### config.mk
export PLATFORM = sky130hd
export DESIGN_NAME = mcc_config_reg
export DESIGN_NICKNAME = d
export VERILOG_FILES = /design/src/pkg/mcc_pkg.sv /design/src/design/mcc_pairing_decode.sv /design/src/design/mcc_config_reg.sv
export VERILOG_INCLUDE_DIRS = /design/src /design/src/pkg
export SDC_FILE = /design/constraint.sdc
export NUM_CORES = 1
export LEC_CHECK = 0
export ABC_CLOCK_PERIOD_IN_PS = 2640
export BUFFER_PORTS_ARGS = -buffer_cell sky130_fd_sc_hd__clkbuf_2
export CAP_MARGIN = 25
export CORE_UTILIZATION = 40
export CTS_CLUSTER_DIAMETER = 120
export DETAILED_ROUTE_END_ITERATION = 6
export PLACE_DENSITY = 0.77
export SLEW_MARGIN = 10
export SYNTH_ARGS = -nofsm -noshare
export SYNTH_HDL_FRONTEND = slang
export SYNTH_SLANG_ARGS = --single-unit
### constraint.sdc
create_clock -name pclk -period 2.64 [get_ports pclk]
set_input_delay 0 -clock pclk [delete_from_list [all_inputs] [get_ports pclk]]
set_output_delay 0 -clock pclk [all_outputs]
set_load 0.1 [all_outputs]
### src/pkg/mcc_defs.svh
// Register offsets, field positions, reset values and timing counts of the
// metering core configuration block.
// Assumes a 40 MHz pclk; included by bare name.
`ifndef MCC_DEFS_SVH
`define MCC_DEFS_SVH

`define MCC_CFG_OFFSET 16'he618
`define MCC_SOFTWARE_RESET_BIT_CTRL_OFFSET 16'he61c
`define MCC_CFG_RESET 16'h0010
`define MCC_CFG_WMASK 16'h7ffb

`define MCC_PINSEL_LSB 0
`define MCC_SWAP_BIT 3
`define MCC_HPF_BIT 4
`define MCC_LPF_BIT 5
`define MCC_FAST_BIT 6
`define MCC_SOFTWARE_RESET_BIT_BIT 7
`define MCC_VPA_LSB 8
`define MCC_VPB_LSB 10
`define MCC_VPC_LSB 12
`define MCC_NSEL_BIT 14

`define MCC_CLK_HZ 40000000
`define MCC_SETTLE_SHORT_MS 650
`define MCC_SETTLE_LONG_MS 1300
`define MCC_SOFTWARE_RESET_BIT_CYCLES 16

`endif

### src/pkg/mcc_pkg.sv
// Types shared by the metering core configuration block.
// Assumes the offsets and counts in mcc_defs.svh.
package mcc_pkg;

    typedef enum logic [1:0] {
        MCC_PH_A,
        MCC_PH_B,
        MCC_PH_C
    } mcc_phase_t;

    typedef struct packed {
        logic [1:0] pin_function_select;
        logic swap_channels;
        logic highpass_filter_enable;
        logic lowpass_settling_select;
        logic fast_capture_port_enable;
        mcc_phase_t phase_a_voltage_pairing;
        mcc_phase_t phase_b_voltage_pairing;
        mcc_phase_t phase_c_voltage_pairing;
        logic neutral_rms_source_select;
    } mcc_ctrl_t;

endpackage

### src/design/mcc_pairing_decode.sv
// Decodes one two-bit voltage pairing field into a phase.
// Assumes the field comes straight from the configuration register.
`timescale 1ns/10ps
`default_nettype none

module mcc_pairing_decode (
    // Field and the phase of this current channel.
    input wire logic [1:0] field,
    input wire mcc_pkg::mcc_phase_t own_phase,
    // Selected voltage phase.
    output mcc_pkg::mcc_phase_t voltage_phase
);

    logic [1:0] own_idx;
    logic [2:0] sum;

    // Code 11 falls back to the channel's own phase like code 00.
    // The sum is one bit wider so that phase C plus two does not wrap early.
    always_comb begin
        own_idx = 2'(own_phase);
        sum = (field == 2'h3) ? {1'b0, own_idx} : {1'b0, own_idx} + {1'b0, field};
        if (sum >= 3'h3) begin
            sum = sum - 3'h3;
        end
        voltage_phase = mcc_pkg::mcc_phase_t'(sum[1:0]);
    end

endmodule

`default_nettype wire

### src/design/mcc_config_reg.sv
// Configuration register of the metering core with APB access and the
// decode of its fields into control of the shared pins and datapaths.
// Assumes a 40 MHz pclk, an APB master, and datapath blocks outside.
//
// Operation
// - Pin-function 00 routes sample-ready to pin.
// - Codes 01/10/11 route phase A/B/C zero-crossing.
// - Bit 2 reads zero, resets zero.
// - Bit 3 swaps voltage and current outputs.
// - Bit 4 enables all high-pass filters.
// - Bit 5 selects 650 or 1300 ms settling.
// - Bit 6 selects fast port clock or pulse.
// - Writing bit 7 starts a software reset.
// - Bits 9:8 pair voltage with phase A.
// - Bits 11:10 pair voltage with phase B.
// - Bits 13:12 pair voltage with phase C.
// - Bit 14 selects neutral or summed rms source.
// - Bit 15 reserved, no effect, resets zero.
`timescale 1ns/10ps
`default_nettype none
`include "mcc_defs.svh"

module mcc_config_reg (
    // Clock and reset.
    input wire logic pclk,
    input wire logic presetn,
    // APB slave.
    input wire logic psel,
    input wire logic penable,
    input wire logic pwrite,
    input wire logic [15:0] paddr,
    input wire logic [31:0] pwdata,
    input wire logic [3:0] pstrb,
    output logic [31:0] prdata,
    output logic pready,
    output logic pslverr,
    // Sources for the shared output pin.
    input wire logic sample_ready_output,
    input wire logic [2:0] zero_crossing_output,
    output logic shared_pin_out,
    // Sources for the pulse and fast clock pin.
    input wire logic third_pulse_output,
    input wire logic fast_capture_clock,
    output logic pulse_clock_pin_out,
    // Decoded controls for the datapath.
    output mcc_pkg::mcc_ctrl_t ctrl,
    output logic [31:0] settling_cycles,
    // Software reset of the rest of the core.
    output logic soft_reset_active
);

    logic [15:0] cfg_q;
    logic [15:0] cfg_d;
    logic [4:0] software_reset_bit_cnt_q;
    logic software_reset_bit_q;
    logic access;
    logic wr_cfg;
    logic hit_cfg;
    logic hit_ctrl;
    logic [15:0] wmerge;
    mcc_pkg::mcc_phase_t pair_phase [3];
    logic [1:0] pair_field [3];

    localparam logic [31:0] SETTLE_SHORT =
        32'(`MCC_SETTLE_SHORT_MS * (`MCC_CLK_HZ / 1000));
    localparam logic [31:0] SETTLE_LONG =
        32'(`MCC_SETTLE_LONG_MS * (`MCC_CLK_HZ / 1000));

    assign access = psel && penable;
    assign hit_cfg = (paddr == `MCC_CFG_OFFSET);
    assign hit_ctrl = (paddr == `MCC_SOFTWARE_RESET_BIT_CTRL_OFFSET);
    assign wr_cfg = access && pwrite && hit_cfg;

    // The slave never waits; unmapped addresses answer with an error.
    assign pready = 1'b1;
    assign pslverr = access && !(hit_cfg || hit_ctrl);

    // Byte strobes merge the low two lanes into the stored value.
    always_comb begin
        wmerge = cfg_q;
        if (pstrb[0]) begin
            wmerge[7:0] = pwdata[7:0];
        end
        if (pstrb[1]) begin
            wmerge[15:8] = pwdata[15:8];
        end
    end

    always_comb begin
        cfg_d = cfg_q;
        if (software_reset_bit_q && software_reset_bit_cnt_q == 5'h0) begin
            cfg_d = `MCC_CFG_RESET;
        end else if (wr_cfg) begin
            cfg_d = wmerge & `MCC_CFG_WMASK;
        end
    end

    always_ff @(posedge pclk or negedge presetn) begin
        if (!presetn) begin
            cfg_q <= `MCC_CFG_RESET;
        end else begin
            cfg_q <= cfg_d;
        end
    end

    // A written one starts a fixed-length reset pulse to the core; the bit
    // stays readable as one until the pulse ends and defaults return.
    always_ff @(posedge pclk or negedge presetn) begin
        if (!presetn) begin
            software_reset_bit_q <= 1'b0;
            software_reset_bit_cnt_q <= 5'h0;
        end else if (!software_reset_bit_q && wr_cfg && pstrb[0] && pwdata[`MCC_SOFTWARE_RESET_BIT_BIT]) begin
            software_reset_bit_q <= 1'b1;
            software_reset_bit_cnt_q <= 5'(`MCC_SOFTWARE_RESET_BIT_CYCLES - 1);
        end else if (software_reset_bit_q) begin
            if (software_reset_bit_cnt_q == 5'h0) begin
                software_reset_bit_q <= 1'b0;
            end else begin
                software_reset_bit_cnt_q <= software_reset_bit_cnt_q - 5'h1;
            end
        end
    end

    assign soft_reset_active = software_reset_bit_q;

    always_ff @(posedge pclk or negedge presetn) begin
        if (!presetn) begin
            prdata <= 32'h0;
        end else if (psel && !penable && !pwrite) begin
            if (paddr == `MCC_CFG_OFFSET) begin
                prdata <= {16'h0, cfg_q[15:8], software_reset_bit_q, cfg_q[6:0]};
            end else if (paddr == `MCC_SOFTWARE_RESET_BIT_CTRL_OFFSET) begin
                prdata <= {27'h0, software_reset_bit_cnt_q};
            end else begin
                prdata <= 32'h0;
            end
        end
    end

    assign pair_field[0] = cfg_q[`MCC_VPA_LSB +: 2];
    assign pair_field[1] = cfg_q[`MCC_VPB_LSB +: 2];
    assign pair_field[2] = cfg_q[`MCC_VPC_LSB +: 2];

    for (genvar i = 0; i < 3; i++) begin : g_pair
        mcc_pairing_decode u_dec (
            .field(pair_field[i]),
            .own_phase(mcc_pkg::mcc_phase_t'(i)),
            .voltage_phase(pair_phase[i])
        );
    end

    always_comb begin
        ctrl.pin_function_select = cfg_q[`MCC_PINSEL_LSB +: 2];
        ctrl.swap_channels = cfg_q[`MCC_SWAP_BIT];
        ctrl.highpass_filter_enable = cfg_q[`MCC_HPF_BIT];
        ctrl.lowpass_settling_select = cfg_q[`MCC_LPF_BIT];
        ctrl.fast_capture_port_enable = cfg_q[`MCC_FAST_BIT];
        ctrl.phase_a_voltage_pairing = pair_phase[0];
        ctrl.phase_b_voltage_pairing = pair_phase[1];
        ctrl.phase_c_voltage_pairing = pair_phase[2];
        ctrl.neutral_rms_source_select = cfg_q[`MCC_NSEL_BIT];
    end

    assign settling_cycles = cfg_q[`MCC_LPF_BIT] ? SETTLE_LONG : SETTLE_SHORT;

    always_comb begin
        unique case (cfg_q[`MCC_PINSEL_LSB +: 2])
            2'h0: shared_pin_out = sample_ready_output;
            2'h1: shared_pin_out = zero_crossing_output[0];
            2'h2: shared_pin_out = zero_crossing_output[1];
            2'h3: shared_pin_out = zero_crossing_output[2];
        endcase
    end

    assign pulse_clock_pin_out = cfg_q[`MCC_FAST_BIT] ? fast_capture_clock
                                                      : third_pulse_output;

endmodule

`default_nettype wire

# Word-level counts from Yosys, hierarchy flattened
# Cells that the tools add are included.
# op_classes
n_lt_le_gt_ge	3
n_reduce_logical	24
muxes	21
addsub	6
eq_ne	9
# op_table
operator	count
$mux W16	3
$eq A16 B16 Y1 const B	2
$mux W26	1
$mux W5	4
$eq A2 B2 Y1 const B	5
$logic_and A1 B1 Y1	10
$ge A3 B2 Y1 const B	3
$mux W2	4
$mux W8	1
$reduce_bool A2 Y1	4
$mux W7	1
$mux W3	2
$reduce_and A2 Y1	3
$sub A2 B2 Y2 const B	3
$logic_not A5 Y1	1
$sub A5 B1 Y5 const B	1
$logic_not A1 Y1	4
$mux W1	4
$pmux W1 S4	1
$add A1 B2 Y3 const A	1
$add A2 B2 Y3 const A	1
$eq A2 B1 Y1 const B	1
$logic_not A2 Y1	1
$ne A2 B1 Y1 const B	1
$logic_or A1 B1 Y1	1
# word_totals
regBits	53
input_bits	63
elab_cells	69
output_inout_bits	82

# Logic depth before layout (Yosys ltp)
# depth
ltp_word	8
ltp_mapped	6
depth_no_buf	6

# Modules after synthesis
# A second synthesis with hierarchy kept.
# unflattened
cells_unflattened	281
area_unflattened_um2	2518.7
# by_module_without_submodules
module	area_per_inst_um2	n_inst	seq_area_each_um2	cells_each
mcc_config_reg	2084.5	1	852.1	227
mcc_pairing_decode at g_pair[1].u_dec ...	138.9	2	0.0	18
mcc_pairing_decode at g_pair[0].u_dec	156.4	1	0.0	18

# Worst setup path after synthesis
# No wires, ideal clock.
# synth_path
path_kind	register to output
startpoint	reg cfg_q[9]
endpoint	out ctrl[5] in the netlist's numbering
arrival_ns	1.722
setup_slack_ns	0.918
t_required_ns	2.640
path_buffers	0
stages_incl_launch_ff	2
cell_sequence	dfrtp_1 -> nor2b_1
# synth_rtl
item	line	text
start: declaration	mcc_config_reg.sv:52	logic [15:0] cfg_q;
start signal: assignment	mcc_config_reg.sv:100	cfg_q <= `MCC_CFG_RESET;
start signal: assignment	mcc_config_reg.sv:102	cfg_q <= cfg_d;
end: declaration	mcc_config_reg.sv:46	output mcc_pkg::mcc_ctrl_t ctrl,

# Final worst setup path
# layout_path
startpoint	reg software_reset_bit_cnt_q[0]
endpoint	reg software_reset_bit_cnt_q[1]
# layout_via
elab_chain_len	4
word_cells_on_any_way	7
classes_between	1 x add/sub; 1 x eq/ne; 3 x mux; 2 x reduce/logical
# layout_rtl
item	line	text
start: declaration	mcc_config_reg.sv:54	logic [4:0] software_reset_bit_cnt_q;
start signal: assignment	mcc_config_reg.sv:114	software_reset_bit_cnt_q <= 5'(`MCC_SOFTWARE_RESET_BIT_CYCLES - 1);
start signal: assignment	mcc_config_reg.sv:119	software_reset_bit_cnt_q <= software_reset_bit_cnt_q - 5'h1;
$sub A5 B1 Y5	mcc_config_reg.sv:119	
$mux W5	mcc_config_reg.sv:116	if (software_reset_bit_cnt_q == 5'h0) begin
$mux W5	mcc_config_reg.sv:115	end else if (software_reset_bit_q) begin
$mux W5	mcc_config_reg.sv:112	end else if (!software_reset_bit_q && wr_cfg && pstrb[0] && pwdata[`MCC_SOFTWARE_RESET_BIT_BIT]) begin
# Several ways; a longest one is shown, not always the timed one. The select of a mux whose other input is x is not followed.
# A chain may end at the register's enable or synchronous reset.

==> results.toml <==
[status]
outcome = "complete, no violations"

[yosys]
synthTopCellsByArea = "dfrtp_1 39%, buf_4 20%, nand4_1 5.0%"
yosys_warnings = 0
syn_area_um2 = 2140
synth_top_cell_by_area = "dfrtp_1"
yosys-top-cells-count = "58 x buf_4, 33 x dfrtp_1, 17 x nand4_1"
synthDistinctLibCells = 42
async_flop_share_pct = 100
synth_edf_count = 0
synth.avg_cell_area_um2 = 10.1
yosys_most_used_dff = "dfrtp_1"
ys_seq_area_share_pct = 39.8
synth_cells = 211
synth_most_common_cell = "buf_4"
synth_top_area_share_pct = 38.6
synth_seq_cells = 34

[final_layout]
layout.cells.non_filler = 362
final_layout_size_suffix_gt1_share_pct = 41.4
final_area_um2 = 2580
multi_input_area_um2 = 937
fillers = 486
regArea_um2 = 852
final_net_count = 358
synthToLayoutAreaGrowth_pct = 20.4
antennaDiodeCount = 0
postLayoutCoreUtil_pct = 50.1

[critical_path]
crit_chain = "inv_1 > ha_1 > or4b_4 > nand2_1 > or2_2 > nand3_1"
arrival_ps = 1860
startpoint = "software_reset_bit_cnt_q[0]$_DFFE_PN0P_"
worstPathRequired_ps = 2790
cp.buffers_inverters = 1
r2r-end = "software_reset_bit_cnt_q[1]$_DFFE_PN0P_"
rrSetupSlack_ps = 930
critPathMaxFanout = 5
crit_slowest_cell = "or4b_4"
cp-start-kind = "flip-flop"
r2r_start = "software_reset_bit_cnt_q[0]$_DFFE_PN0P_"
rr_worst_depth = 6
path_delay_family = "simple AND/OR/NAND/NOR gates"
slowest_delay_ps = 490
critPathCaptureType = "flip-flop"
crit_type = "reg2reg"

[cts]
cts_hold_buf = 13
cts_max_path_buffers = 2
cts_made_buffers = 5
tritoncts = "built"
post_cts_resized = 0
htreeDepth = 2
post_cts.repair.setup_buffers = 0
clock-root-buffer = "clkbuf_8"
clk_pin_slew_ps = 60
clk-insertion-delay-late_ps = 280
cts_sinks = 34

[pwr]
power_mw = 1.30
power.density_nw_per_um2 = 503
pwr-share-clk_pct = 34.1
p_leak_nw = 1.36
p_int_mw = 0.828
pwr-share-seq_pct = 40.2
combPwrFrac_pct = 25.7
switching_share_pct = 36.2
p_sw_mw = 0.469
peakVddDrop_uv = 225

[timing]
period_share_pct = 64.6
period_minus_slack_ps = 1710
fin_ws_ps = 934
grt_setup_unrepaired = "no"
hold_slack_ps = 35.2
maxSlewViolCount = 0
skew_ps = 3.99
clock.fmax_mhz = 586
setup_violations = 0
worst_slew_pin_slew_ps = 828
relSlewSlack_pct = 44.8
tns_ps = 0
hold_viol = 0

[placed_design]
dp.cells = 341
dp_hpwl_mm = 3.42
gp_congestion = 0.820
io_buffers = 86
place_ws_ps = 933
place_area_um2 = 2340

[job]
maxCapViolCount = 0

[drt]
ant_nets = 0
viasPerCell = 4.93
dr.first_iter.drc_count = 95
drcViolationCount = 0
dr.pass1.iters = 4
routed_wl_mm = 4.94
wl_per_cell_um = 13.6
vias = 1785

[worst_hold_path]
hp-class = "in2reg"
hold_path_end = "cfg_q[4]$_DFFE_PN1P_"
holdPathStages = 3
worstHoldStart = "pwdata[4]"

[global_routing]
antenna_found_initial = 0
grt_pass1_wl_mm = 7.28
grt_overflow = 0
gr-usage-all-layers_pct = 17.5
grt_max_degree = 35
grt_pass1_vias = 1486

[floorplan]
ios = 145
core-area_um2 = 5140
chipHeight_um = 75.2
dieArea_um2 = 5650
start_util_pct = 41.7
dieWidth_um = 75.2
core.rowCount = 26
## power groups by stage
| stage | clock network, mW | registers, mW | logic, mW |
|---|---|---|---|
| after floorplan | 0 | 0.531 | 0.311 |
| after global placement | 0 | 0.531 | 0.316 |
| after detailed placement | 0 | 0.531 | 0.317 |
| after CTS | 0.450 | 0.521 | 0.333 |
| after global routing | 0.471 | 0.521 | 0.345 |
| final | 0.443 | 0.521 | 0.333 |
## area by class of cell
class                   count  area share [%]
well taps                  70            3.40
multi-input cells         144            36.4
clock buffers               8            4.27
flip-flops and latches     34            33.1
repair buffers            100            22.0
inverters                   6           0.874
## cells in the final DEF (no fill, tap or decap), drive strengths merged, types with 2 or more instances in the layout
cell / count
nand4: 18
clkbuf: 94
and2: 7
a221o: 4
xnor2: 2
a21oi: 12
xor2: 2
nor2b: 3
nand3: 3
conb: 38
dlygate4sd3: 13
nor2: 3
ha: 4
nor3b: 3
dfrtp: 33
o21ai: 12
inv: 6
nand2: 7
a22o: 11
## worst min-delay path, delay by kind of cell
kind / cells / cell delay (ps)
simple gates: 1 / 100
buf+inv: 1 / 90
compound gates: 1 / 100
## routing by layer
metal | GRT usage [%] | share of wire (%) | up-vias
met4 | 8.23 | 2.2 | 0
met5 | 0 | 0 | -
met3 | 4.02 | 7.3 | 10
li1 | - | - | 815
met1 | 22.5 | 42 | 853
met2 | 27.9 | 48 | 107
## flip-flops by register name, indices dropped and copies added (netlist names)
signal	cells
software_reset_bit_cnt_q	5
prdata	15
cfg_q	13
soft_reset_active	1
## cell families (layout without fill, tap and decap cells)
kind of cell	Yosys count	after routing	synth area share [%]
buffers and inverters	69	114	22.7
and+or+nand+nor	55	55	18.1
AOI/OAI and AO/OA	41	41	13.5
DFF	34	34	39.8
adders and majority gates	4	4	2.34
xor gates and xnor gates	4	4	1.64
other	2	38	0.351
muxes	2	2	1.58
## worst max-delay path by stage
stage                                                   end  cells after the start  slack (ps)
floorplan                                           ctrl[5]                      1         920
global placement    software_reset_bit_cnt_q[4]$_DFFE_PN0P_                      5         940
detailed placement  software_reset_bit_cnt_q[4]$_DFFE_PN0P_                      5         930
CTS                                   cfg_q[12]$_DFFE_PN0P_                      6         940
global route                          cfg_q[12]$_DFFE_PN0P_                      6         820
finish              software_reset_bit_cnt_q[1]$_DFFE_PN0P_                      6         930
(Power assumes the default switching activity.)
